`src/logic/err_arith_defines.svh`:
```
`ifndef ERR_ARITH_DEFINES_SVH
`define ERR_ARITH_DEFINES_SVH
// Register select codes on the move port
`define SEL_PROC_ERR 4'h0
`define SEL_MEM_ERR 4'h1
`define SEL_NIB_A 4'h2
`define SEL_NIB_B 4'h3
`define SEL_NIB_C 4'h4
`define SEL_NIB_D 4'h5
`define SEL_ARITH 4'h6
`define SEL_MODE_UNIT 4'h7
// Field positions
`define BIT_DOUBLE_HIT 3
`define BIT_KEY_PARITY 2
`define BIT_MICRO_PARITY 1
`define BIT_CASSETTE 0
`define BIT_MEM_TIMEOUT 3
`define BIT_OUT_OF_BOUNDS 2
`define BIT_LOG_CHANGE 1
`define BIT_UNCORR_READ 0
`define BIT_ERROR_FLAG 3
`define BIT_CARRY 7
`define MODE_LSB 5
`define LEN_MSB 4
// Reset values and limits
`define RST_NIBBLE 4'h0
`define RST_ARITH 8'h00
`define MAX_FIELD_LEN 5'h18
`define TIMEOUT_NS 1000
`define CLK_NS 40
`define TIMEOUT_CYC ((`TIMEOUT_NS) / (`CLK_NS))
`endif

```
`src/logic/err_arith_pkg.sv`:
```
package err_arith_pkg;
   typedef enum logic [1:0] {
      log_none,
      log_corrected,
      log_uncorr_other,
      log_uncorr_proc
   } log_level_t;
   typedef enum logic {
      mode_binary,
      mode_bcd
   } arith_mode_t;
endpackage

```
`src/logic/error_and_arith_control_regs.sv`:
```
`include "err_arith_defines.svh"
module error_and_arith_control_regs (
   input wire logic i_mclk,
   input wire logic i_rst,
   input wire logic i_ce,
   // Register move port on the main exchange
   input wire logic i_move_wr,
   input wire logic i_move_rd,
   input wire logic [3:0] i_move_sel,
   input wire logic [23:0] i_main_exchange,
   output logic [23:0] o_main_exchange,
   // Processor state
   input wire logic i_running,
   input wire logic i_start,
   input wire logic i_load,
   input wire logic i_memory_mode,
   input wire logic i_cache_source,
   input wire logic i_tape_mode,
   // Cache lookup
   input wire logic i_fetch,
   input wire logic i_hit_a,
   input wire logic i_hit_b,
   input wire logic [23:0] i_micro_a,
   input wire logic [23:0] i_micro_b,
   input wire logic [9:0] i_key_a,
   input wire logic [9:0] i_key_b,
   input wire logic i_micro_load,
   input wire logic i_micro_parity_bad,
   input wire logic i_cassette_bad_pin,
   // Memory
   input wire logic i_mem_micro,
   input wire logic i_mem_access,
   input wire logic [23:0] i_mem_addr,
   input wire logic [23:0] i_memory_size_limit,
   input wire logic [23:0] i_installed_memory,
   input wire logic i_mem_read_proc,
   input wire logic i_err_corrected,
   input wire logic i_err_uncorr_other,
   input wire logic i_err_uncorr_proc,
   input wire logic i_log_read,
   input wire logic [15:0] i_len_field_register,
   // Arithmetic unit
   input wire logic i_carry_valid,
   input wire logic i_carry,
   input wire logic [2:0] i_cond_c_set,
   input wire logic [2:0] i_cond_d_set,
   output logic [23:0] o_micro,
   output logic o_halt,
   output logic [4:0] o_eff_length,
   output logic [4:0] o_mem_length,
   output logic o_bcd_mode,
   output logic [1:0] o_log_level
);
   logic [3:0] processor_parity_errors;
   logic [3:0] memory_error_flags;
   logic [3:0] general_nibble_a;
   logic [3:0] general_nibble_b;
   logic [3:0] condition_nibble_c;
   logic [3:0] condition_nibble_d;
   logic [7:0] arith_control;
   logic [7:0] tcount;
   logic cassette_bad;
   logic timeout_hit;
   err_arith_pkg::log_level_t log_level;
   logic log_changed;

   function automatic logic [4:0] clamp_len(input logic [4:0] v);
      clamp_len = (v > `MAX_FIELD_LEN) ? `MAX_FIELD_LEN : v;
   endfunction

   function automatic logic key_bad(input logic [9:0] k);
      key_bad = ~(^k);
   endfunction

   pin_sync3 cassette_sync (
      .i_mclk(i_mclk),
      .i_rst(i_rst),
      .i_ce(i_ce),
      .i_pin(i_cassette_bad_pin),
      .o_level(cassette_bad)
   );

   error_log log_unit (
      .i_mclk(i_mclk),
      .i_rst(i_rst),
      .i_ce(i_ce),
      .i_corrected(i_err_corrected),
      .i_uncorr_other(i_err_uncorr_other),
      .i_uncorr_proc(i_err_uncorr_proc),
      .i_read_clear(i_log_read),
      .o_level(log_level),
      .o_changed(log_changed)
   );

   wire double_hit = i_fetch & i_hit_a & i_hit_b;
   wire key_fail = i_fetch & (key_bad(i_key_a) | key_bad(i_key_b));
   wire micro_fail = i_micro_load & i_micro_parity_bad;
   wire halt_dh = double_hit & i_cache_source;
   wire halt_key = key_fail & i_cache_source;
   wire halt_cas = cassette_bad & i_tape_mode;
   wire halt_now = halt_dh | halt_key | micro_fail | halt_cas;
   wire flag_proc = (double_hit | key_fail) & ~i_cache_source;
   wire out_of_bounds = i_mem_access &
      ((i_mem_addr >= i_memory_size_limit) |
       (i_mem_addr >= i_installed_memory));
   wire uncorr_read = i_mem_read_proc & i_err_uncorr_proc;
   wire [3:0] mem_set = {timeout_hit, out_of_bounds, log_changed,
      uncorr_read};
   wire flag_mem = (|mem_set) & i_running;
   wire [3:0] proc_set = {double_hit, key_fail, micro_fail, cassette_bad};
   wire proc_clear = i_start | (i_load & i_memory_mode & ~i_running);
   wire wr_pe = i_move_wr & (i_move_sel == `SEL_PROC_ERR);
   wire wr_me = i_move_wr & (i_move_sel == `SEL_MEM_ERR);
   wire wr_a = i_move_wr & (i_move_sel == `SEL_NIB_A);
   wire wr_b = i_move_wr & (i_move_sel == `SEL_NIB_B);
   wire wr_c = i_move_wr & (i_move_sel == `SEL_NIB_C);
   wire wr_d = i_move_wr & (i_move_sel == `SEL_NIB_D);
   wire wr_cp = i_move_wr & (i_move_sel == `SEL_ARITH);
   wire wr_mu = i_move_wr & (i_move_sel == `SEL_MODE_UNIT);
   wire [3:0] flag_d = {flag_proc | flag_mem, i_cond_d_set};
   wire [4:0] field_len = arith_control[`LEN_MSB:0];
   wire [1:0] mode_bits = arith_control[6:`MODE_LSB];
   wire [3:0] wdat = i_main_exchange[3:0];
   wire [4:0] eff_len = clamp_len(field_len);
   wire [4:0] mem_len = (i_len_field_register == 16'h0000) ? eff_len :
      ((i_len_field_register > 16'h0018) ? `MAX_FIELD_LEN :
       i_len_field_register[4:0]);
   wire [23:0] rd_mux =
      (i_move_sel == `SEL_PROC_ERR) ? {20'h00000, processor_parity_errors} :
      (i_move_sel == `SEL_MEM_ERR) ? {20'h00000, memory_error_flags} :
      (i_move_sel == `SEL_NIB_A) ? {20'h00000, general_nibble_a} :
      (i_move_sel == `SEL_NIB_B) ? {20'h00000, general_nibble_b} :
      (i_move_sel == `SEL_NIB_C) ? {20'h00000, condition_nibble_c} :
      (i_move_sel == `SEL_NIB_D) ? {20'h00000, condition_nibble_d} :
      (i_move_sel == `SEL_ARITH) ? {16'h0000, arith_control} :
      (i_move_sel == `SEL_MODE_UNIT) ? {22'h000000, mode_bits} :
      24'h000000;
   wire [23:0] next_micro = i_hit_a ?
      (i_hit_b ? (i_micro_a | i_micro_b) : i_micro_a) : i_micro_b;

   // Memory micro time limit
   always_ff @(posedge i_mclk or posedge i_rst) begin
      if (i_rst) begin
         tcount <= 8'h00;
         timeout_hit <= 1'b0;
      end else if (i_ce) begin
         timeout_hit <= 1'b0;
         if (!i_mem_micro) begin
            tcount <= 8'h00;
         end else if (tcount == 8'(`TIMEOUT_CYC - 1)) begin
            timeout_hit <= 1'b1;
            tcount <= 8'h00;
         end else begin
            tcount <= tcount + 8'h01;
         end
      end
   end

   // Error registers: sets win over clears
   always_ff @(posedge i_mclk or posedge i_rst) begin
      if (i_rst) begin
         processor_parity_errors <= `RST_NIBBLE;
         memory_error_flags <= `RST_NIBBLE;
      end else if (i_ce) begin
         if (wr_pe) begin
            processor_parity_errors <= wdat | proc_set;
         end else if (proc_clear) begin
            processor_parity_errors <= proc_set;
         end else begin
            processor_parity_errors <= processor_parity_errors |
               proc_set;
         end
         if (wr_me) begin
            memory_error_flags <= wdat | mem_set;
         end else begin
            memory_error_flags <= memory_error_flags | mem_set;
         end
      end
   end

   // Nibbles and arithmetic control
   always_ff @(posedge i_mclk or posedge i_rst) begin
      if (i_rst) begin
         general_nibble_a <= `RST_NIBBLE;
         general_nibble_b <= `RST_NIBBLE;
         condition_nibble_c <= `RST_NIBBLE;
         condition_nibble_d <= `RST_NIBBLE;
         arith_control <= `RST_ARITH;
      end else if (i_ce) begin
         if (wr_a) general_nibble_a <= wdat;
         if (wr_b) general_nibble_b <= wdat;
         condition_nibble_c <= (wr_c ? wdat : condition_nibble_c) |
            {1'b0, i_cond_c_set};
         condition_nibble_d <= (wr_d ? wdat : condition_nibble_d) |
            flag_d;
         if (wr_cp) begin
            arith_control <= i_main_exchange[7:0];
         end else if (wr_mu) begin
            arith_control[6:`MODE_LSB] <= wdat[1:0];
         end else if (i_carry_valid) begin
            arith_control[`BIT_CARRY] <= i_carry;
         end
      end
   end

   // Registered outputs
   always_ff @(posedge i_mclk or posedge i_rst) begin
      if (i_rst) begin
         o_main_exchange <= 24'h000000;
         o_micro <= 24'h000000;
         o_halt <= 1'b0;
         o_eff_length <= 5'h00;
         o_mem_length <= 5'h00;
         o_bcd_mode <= 1'b0;
         o_log_level <= 2'h0;
      end else if (i_ce) begin
         if (i_move_rd) o_main_exchange <= rd_mux;
         if (i_fetch) o_micro <= next_micro;
         if (i_start) begin
            o_halt <= 1'b0;
         end else if (halt_now) begin
            o_halt <= 1'b1;
         end
         o_eff_length <= eff_len;
         o_mem_length <= mem_len;
         o_bcd_mode <= mode_bits[0];
         o_log_level <= log_level;
      end
   end
endmodule

```
`src/logic/pin_sync3.sv`:
```
module pin_sync3 (
   input wire logic i_mclk,
   input wire logic i_rst,
   input wire logic i_ce,
   input wire logic i_pin,
   output logic o_level
);
   logic s1;
   logic s2;
   logic s3;
   always_ff @(posedge i_mclk or posedge i_rst) begin
      if (i_rst) begin
         s1 <= 1'b0;
         s2 <= 1'b0;
         s3 <= 1'b0;
         o_level <= 1'b0;
      end else if (i_ce) begin
         s1 <= i_pin;
         s2 <= s1;
         s3 <= s2;
         if (s2 == s3) begin
            o_level <= s3;
         end
      end
   end
endmodule

```
`src/logic/error_log.sv`:
```
module error_log (
   input wire logic i_mclk,
   input wire logic i_rst,
   input wire logic i_ce,
   input wire logic i_corrected,
   input wire logic i_uncorr_other,
   input wire logic i_uncorr_proc,
   input wire logic i_read_clear,
   output err_arith_pkg::log_level_t o_level,
   output logic o_changed
);
   err_arith_pkg::log_level_t event_level;
   logic take;
   assign event_level = i_uncorr_proc ? err_arith_pkg::log_uncorr_proc :
      i_uncorr_other ? err_arith_pkg::log_uncorr_other :
      i_corrected ? err_arith_pkg::log_corrected : err_arith_pkg::log_none;
   // First error, or a higher one, replaces contents
   assign take = (event_level != err_arith_pkg::log_none) &&
      (event_level > o_level);
   always_ff @(posedge i_mclk or posedge i_rst) begin
      if (i_rst) begin
         o_level <= err_arith_pkg::log_none;
         o_changed <= 1'b0;
      end else if (i_ce) begin
         o_changed <= take;
         if (take) begin
            o_level <= event_level;
         end else if (i_read_clear) begin
            o_level <= err_arith_pkg::log_none;
         end
      end
   end
endmodule

```
`config.mk`:
```
export PLATFORM = sky130hd
export DESIGN_NAME = error_and_arith_control_regs
export DESIGN_NICKNAME = d
export VERILOG_FILES = /design/src/logic/err_arith_pkg.sv /design/src/logic/error_and_arith_control_regs.sv /design/src/logic/pin_sync3.sv /design/src/logic/error_log.sv
export VERILOG_INCLUDE_DIRS = /design/src /design/src/logic
export SDC_FILE = /design/constraint.sdc
export NUM_CORES = 1
export LEC_CHECK = 0
export BUFFER_PORTS_ARGS = -buffer_cell sky130_fd_sc_hd__buf_2
export CAP_MARGIN = 40
export CORE_ASPECT_RATIO = 1.5
export CORE_UTILIZATION = 28
export DETAILED_ROUTE_END_ITERATION = 16
export PLACE_DENSITY = 0.55
export SLEW_MARGIN = 20
export SYNTH_ARGS = -nofsm -noshare
export SYNTH_HDL_FRONTEND = slang
export SYNTH_SLANG_ARGS = --single-unit
```
`constraint.sdc`:
```
create_clock -name i_mclk -period 3.7 [get_ports i_mclk]
set_input_delay 0.74 -clock i_mclk [delete_from_list [all_inputs] [get_ports i_mclk]]
set_output_delay 0.74 -clock i_mclk [all_outputs]
set_load 0.1 [all_outputs]
```
# [Word level (Yosys, flattened, before mapping)]
# Index checks and enable logic that the tools add are counted.
[op_classes] add_sub_neg=1 mul=0 div_mod_pow=0 order_cmp=5 n_eq_ne=10 shifts=0 n_mux=33 bitwise_logic=40 n_reduce_logical=21
[ops] cell="$mux 8" count=9
[ops] cell="$ge 24x24->1" count=2
[ops] cell="$mux 24" count=2
[ops] cell="$or 24x24->24" count=1
[ops] cell="$and 1x1->1" count=21
[ops] cell="$mux 4" count=5
[ops] cell="$or 4x4->4" count=5
[ops] cell="$reduce_xor 10->1" count=2
[ops] cell="$reduce_and 2->1" count=9
[ops] cell="$eq 4x3->1 const B" count=4
[ops] cell="$gt 16x5->1 const B" count=1
[ops] cell="$logic_not 16->1" count=1
[ops] cell="$mux 5" count=3
[ops] cell="$mux 2" count=6
[ops] cell="$reduce_bool 2->1" count=5
[ops] cell="$add 8x1->8 const B" count=1
[ops] cell="$eq 4x2->1 const B" count=2
[ops] cell="$eq 8x5->1 const B" count=1
[ops] cell="$or 1x1->1" count=8
[ops] cell="$mux 1" count=7
[ops] cell="$gt 5x5->1 const B" count=1
[ops] cell="$eq 4x1->1 const B" count=1
[ops] cell="$logic_not 4->1" count=1
[ops] cell="$not 1->1" count=4
[ops] cell="8 further kinds" count=8
[word_totals] ff_bits=110 latch_bits=0 ram_bits=0 mem_bits_ro=0 mem_count=0

# [Logic depth before layout (Yosys ltp)]
[depth] word_depth=10 mapped_depth=9

# [Modules after synthesis]
# Synthesis repeated with hierarchy kept, for this count alone.
[hier_totals] cells_unflattened=629 area_unflattened_um2=5993.2
[modules_own_cells] module="error_and_arith_control_regs" n_inst=1 cells_each=597 area_each_um2=5637.9 seq_area_each_um2=2177.1
[modules_own_cells] module="error_log" n_inst=1 cells_each=21 area_each_um2=195.2 seq_area_each_um2=75.1
[modules_own_cells] module="pin_sync3" n_inst=1 cells_each=11 area_each_um2=160.2 seq_area_each_um2=100.1

# [Least setup slack after synthesis]
# No wires, ideal clock.
[synth_timing] path_kind="in2reg" startpoint="input port i_memory_size_limit[2]" endpoint="register memory_error_flags[2]" setup_ns=0.126 t_arrival_ns=2.343 path_slack_ns=1.231 path_stages=9 path_buffers=0 cell_sequence="inv_1 > ha_1 > a211o_1 > a31oi_1 > o221ai_1 > and3_1 > nor3_2 > a31oi_1 > a221o_1"
[synth_between] elab_chain_len=5 elab_cells_between_ends=6 cone_classes="order compare: 1; mux: 1; bitwise: 4"
[synth_lines] element="start: declaration" line_no="error_and_arith_control_regs.sv:34" text="input wire logic [23:0] i_memory_size_limit,"
[synth_lines] element="$ge 24x24->1 (*)" line_no="error_and_arith_control_regs.sv:104" text="((i_mem_addr >= i_memory_size_limit) |"
[synth_lines] element="$or 1x1->1 (*)" line_no="error_and_arith_control_regs.sv:104"
[synth_lines] element="$and 1x1->1 (*)" line_no="error_and_arith_control_regs.sv:103" text="wire out_of_bounds = i_mem_access &"
[synth_lines] element="$or 4x4->4, on equally long branches" line_no="error_and_arith_control_regs.sv:176, error_and_arith_control_regs.sv:174"
[synth_lines] element="$mux 4 (*)" line_no="error_and_arith_control_regs.sv:173" text="if (wr_me) begin"
[synth_lines] element="end signal: assignment" line_no="error_and_arith_control_regs.sv:163" text="memory_error_flags <= `RST_NIBBLE;"
[synth_lines] element="end signal: assignment" line_no="error_and_arith_control_regs.sv:174" text="memory_error_flags <= wdat | mem_set;"
[synth_lines] element="end signal: assignment" line_no="error_and_arith_control_regs.sv:176" text="memory_error_flags <= memory_error_flags | mem_set;"
[synth_lines] element="end: declaration" line_no="error_and_arith_control_regs.sv:55" text="logic [3:0] memory_error_flags;"
# Mark *: on every way between the ends. The rest lies on a longest branch, timed or not.
# A chain may end at the register's enable or synchronous reset.

# [Worst setup path in the final report]
[layout_timing] startpoint="input port i_mem_addr[2]" endpoint="register memory_error_flags[2]"
[layout_between] elab_chain_len=5 elab_cells_between_ends=7 cone_classes="order compare: 2; mux: 1; bitwise: 4"
[layout_lines] element="start: declaration" line_no="error_and_arith_control_regs.sv:33" text="input wire logic [23:0] i_mem_addr,"
[layout_lines] element="$ge 24x24->1, on equally long branches" line_no="error_and_arith_control_regs.sv:104, error_and_arith_control_regs.sv:105"
[layout_lines] element="$or 1x1->1 (*)" line_no="error_and_arith_control_regs.sv:104"
[layout_lines] element="$and 1x1->1 (*)" line_no="error_and_arith_control_regs.sv:103"
[layout_lines] element="$or 4x4->4, on equally long branches" line_no="error_and_arith_control_regs.sv:176, error_and_arith_control_regs.sv:174"
[layout_lines] element="$mux 4 (*)" line_no="error_and_arith_control_regs.sv:173"
# Marks and branches as above.

==> results.yml <==
route:
  wl_um: 17440
  ant_nets: 0
  vias: 5541
  drc: 0
  via_per_inst: 4.756
  avgRoutedWirePerCell_um: 14.97
  drtIter0Drc: 164
  drt_pass1_iterations: 4
grt:
  first_global_vias: 5522
  grt_usage_pct: 16.33
  grt_pass1_wl_um: 27720
  gr-total-overflow: 0
  grt_max_degree: 95
  antenna_found_initial: 3
pwr:
  internal_power_uw: 2156
  p_seq_share_pct: 35.5
  clock_power_share_pct: 27.6
  p_leak_uw: 0.003958
  ir_drop_v: 0.0002066
  power.density_mw_per_mm2: 465.9
  p_sw_uw: 1459
  swShare_pct: 40.35
  combinationalPowerShare_pct: 36.9
finish:
  instances_no_fill: 1165
  most-common-layout-cells: "buf_2 (245), dfrtp_1 (94), inv_1 (66)"
  fillerInstances: 2242
  diodes: 0
  mostFrequentLayoutCell: "buf_2"
  num-nets-final: 1160
  layout-drive-gt1-share_pct: 32.89
  utilization_pct: 36.98
  areaGrowthSynthToFinish_pct: 29.62
critical_path:
  crit_slowest_cell: "a221o_1"
  cp_max_fo: 2
  worst-setup-path-type: "primary input to register"
  startpoint_type: "primary input"
  crit_chain: "buf_2, ha_1, a211o_1, a31oi_1, o221ai_1, and3_1, nor3_2, a31oi_1, a221o_1"
  startpoint: "i_mem_addr[2]"
  r2r-end: "log_unit.o_changed"
  endpoint_kind: "register"
  worstPathArrival_ns: 2.67
  ff2ff_setup_slack_ns: 1.95
  ff2ff_path_depth: 6
  crit_top_cell: "a31oi_1"
  slowest_delay_ns: 0.37
  crit_required_ns: 3.92
  r2r-start: "log_unit.o_level[1]"
synthesis:
  avgSynthCellArea_um2: 9.139
  syn_area_mm2: 0.005986
  synth_edf_count: 0
  synth_cell_type_count: 60
  ys_warn_count: 0
  netlist_instances: 655
  ys_seq_area_share_pct: 39.30
  async_flop_share_pct: 100.0
  synthFlopType: "dfrtp_1"
  synth_seq_cells: 94
floorplan:
  die_w_um: 121.4
  row_count: 65
  start_util_pct: 28.53
  die_y_um: 181.1
  core_area_mm2: 0.02098
  ios: 278
  die-area_mm2: 0.02198
timing:
  min_period_ns: 2.449
  skew_ns: 0.007160
  hold_viol_final: 0
  fin_tns_setup_ns: 0
  rsz0062_at_grt: "no"
  worst_pin_slew_ns: 0.7680
  fmax_mhz: 408.3
  maxSlewViolCount: 0
  fin_crit_sh_pct: 66.20
  slew_headroom_pct: 48.41
  final-setup-viol-count: 0
cts:
  clk_pin_slew_ns: 0.06
  cts_inserted_buffers: 9
  cts_tree: "done"
  post_cts_buffers: 0
  insertion_delay_ns: 0.34
  post_cts_resize_count: 0
  cts-hold-fix-buffers: 0
  cts_max_path_buffers: 2
  cts-root-buf: "clkbuf_16"
  htreeDepth: 3
  cts_sinks: 94
job:
  cap_violations: 0
worst_hold_path:
  worstHoldEndpoint: "o_main_exchange[4]"
  hold_class: "register to register"
  hold_depth: 2
  holdCritStartpoint: "o_main_exchange[4]"
placement:
  dp_cells: 1149
  place.gp.congestion: 0.7861
  hpwl_um: 14150
  portBuffers: 245
status:
  status: "finished clean"
[routing by layer]
layer,wire length [µm],global-route usage [%]
met1,6714,17.35
met2,9468,31.23
met3,967,3.693
met4,238,4.691
met5,46,0
[how the worst max path moves through the flow]
| stage | cells after the start | slack [ns] | endpoint |
|---|---|---|---|
| floorplan | 1 | 0.51 | arith_control[0] |
| global placement | 9 | 0.90 | memory_error_flags[2] |
| detailed placement | 9 | 0.86 | memory_error_flags[2] |
| CTS | 9 | 1.22 | memory_error_flags[2] |
| global route | 9 | 1.16 | memory_error_flags[2] |
| finish | 9 | 1.25 | memory_error_flags[2] |
[sequential cells by signal, indices dropped and copies added (netlist names), 4 cells and up]
register and count:
condition_nibble_d 4, o_micro 24, condition_nibble_c 4, memory_error_flags 4
tcount 8, arith_control 8, o_main_exchange 8, o_eff_length 5
processor_parity_errors 4, o_mem_length 5, general_nibble_a 4, general_nibble_b 4
[cells by family (layout without fill, tap and decap cells)]
| family | Yosys count | after routing | share of synthesized area [%] |
|---|---|---|---|
| adders and majority gates | 52 | 52 | 10.87 |
| DFF | 94 | 94 | 39.30 |
| xor gates and xnor gates | 20 | 20 | 3.386 |
| and+or+nand+nor | 169 | 169 | 13.44 |
| AOI/OAI and AO/OA | 180 | 180 | 19.11 |
| muxes | 31 | 31 | 5.665 |
| buffers and inverters | 108 | 335 | 8.173 |
| other | 1 | 16 | 0.06265 |
[area by class of cell]
class	instances	area, µm²	area share, %
Clock buffer	13	250.2	3.225
Multi-Input combinational cell	468	3201	41.25
Inverter	67	254.0	3.274
Clock inverter	3	67.56	0.8708
Timing Repair Buffer	252	1299	16.74
Sequential cell	94	2352	30.32
Tap cell	268	335.3	4.322
[through the flow]
step	instance area [µm²]	hold slack, ns	total power [µW]	setup slack, ns
detailed placement	7441	0.4693	2651	0.8609
finish	7759	0.4729	3615	1.251
CTS	7759	0.4839	3665	1.222
global placement	7426	0.4568	2634	0.9047
floorplan	6042	0.4498	2308	0.5113
global route	7759	0.5147	3812	1.156
[worst max-delay path: cells and delay by family]
family          cells  cell delay (ns)
compound gates      5             1.10
fa+ha+maj           1             0.30
buf+inv             1             0.11
simple gates        2             0.42
[power groups by stage]
stage                     clock (µW)  sequential [µW]  combinational [µW]
after floorplan                    0             1810                 501
after global placement             0             1300                1330
after detailed placement           0             1310                1350
after CTS                       1030             1290                1350
after global routing            1070             1310                1430
final                            999             1280                1330
[cell usage after synthesis, types with 2 or more instances]
library cell,n,area (µm²)
a211o_1,3,26.28
clkbuf_1,17,63.81
a22o_1,3,26.28
a21o_1,7,52.55
or3_1,2,12.51
a31oi_1,5,31.28
o211ai_1,2,15.01
nor3_1,7,35.03
nor2_1,49,183.9
o22ai_1,5,31.28
nor2b_1,6,37.54
a22oi_1,28,210.2
inv_1,67,251.5
buf_4,16,120.1
and3_1,4,25.02
a21oi_1,64,320.3
a32oi_1,5,43.79
and2_1,3,18.77
a221o_1,5,50.05
xnor2_1,16,140.1
xnor3_1,2,45.04
o31ai_1,2,15.01
dfrtp_1,94,2352
mux2i_1,8,80.08
nor4_1,6,37.54
xor2_1,2,17.52
o21ai_0,33,165.2
nand3_1,9,45.04
o32a_1,3,30.03
nand4_1,7,43.79
o221ai_1,2,17.52
a221oi_1,3,26.28
nand3b_1,2,15.01
ha_1,52,650.6
nand2_1,60,225.2
a211oi_1,3,22.52
o21a_1,3,22.52
nand2b_1,3,18.77
mux2_2,23,259.0
buf_2,4,20.02
No activity file was read; power rests on OpenSTA's default activity.
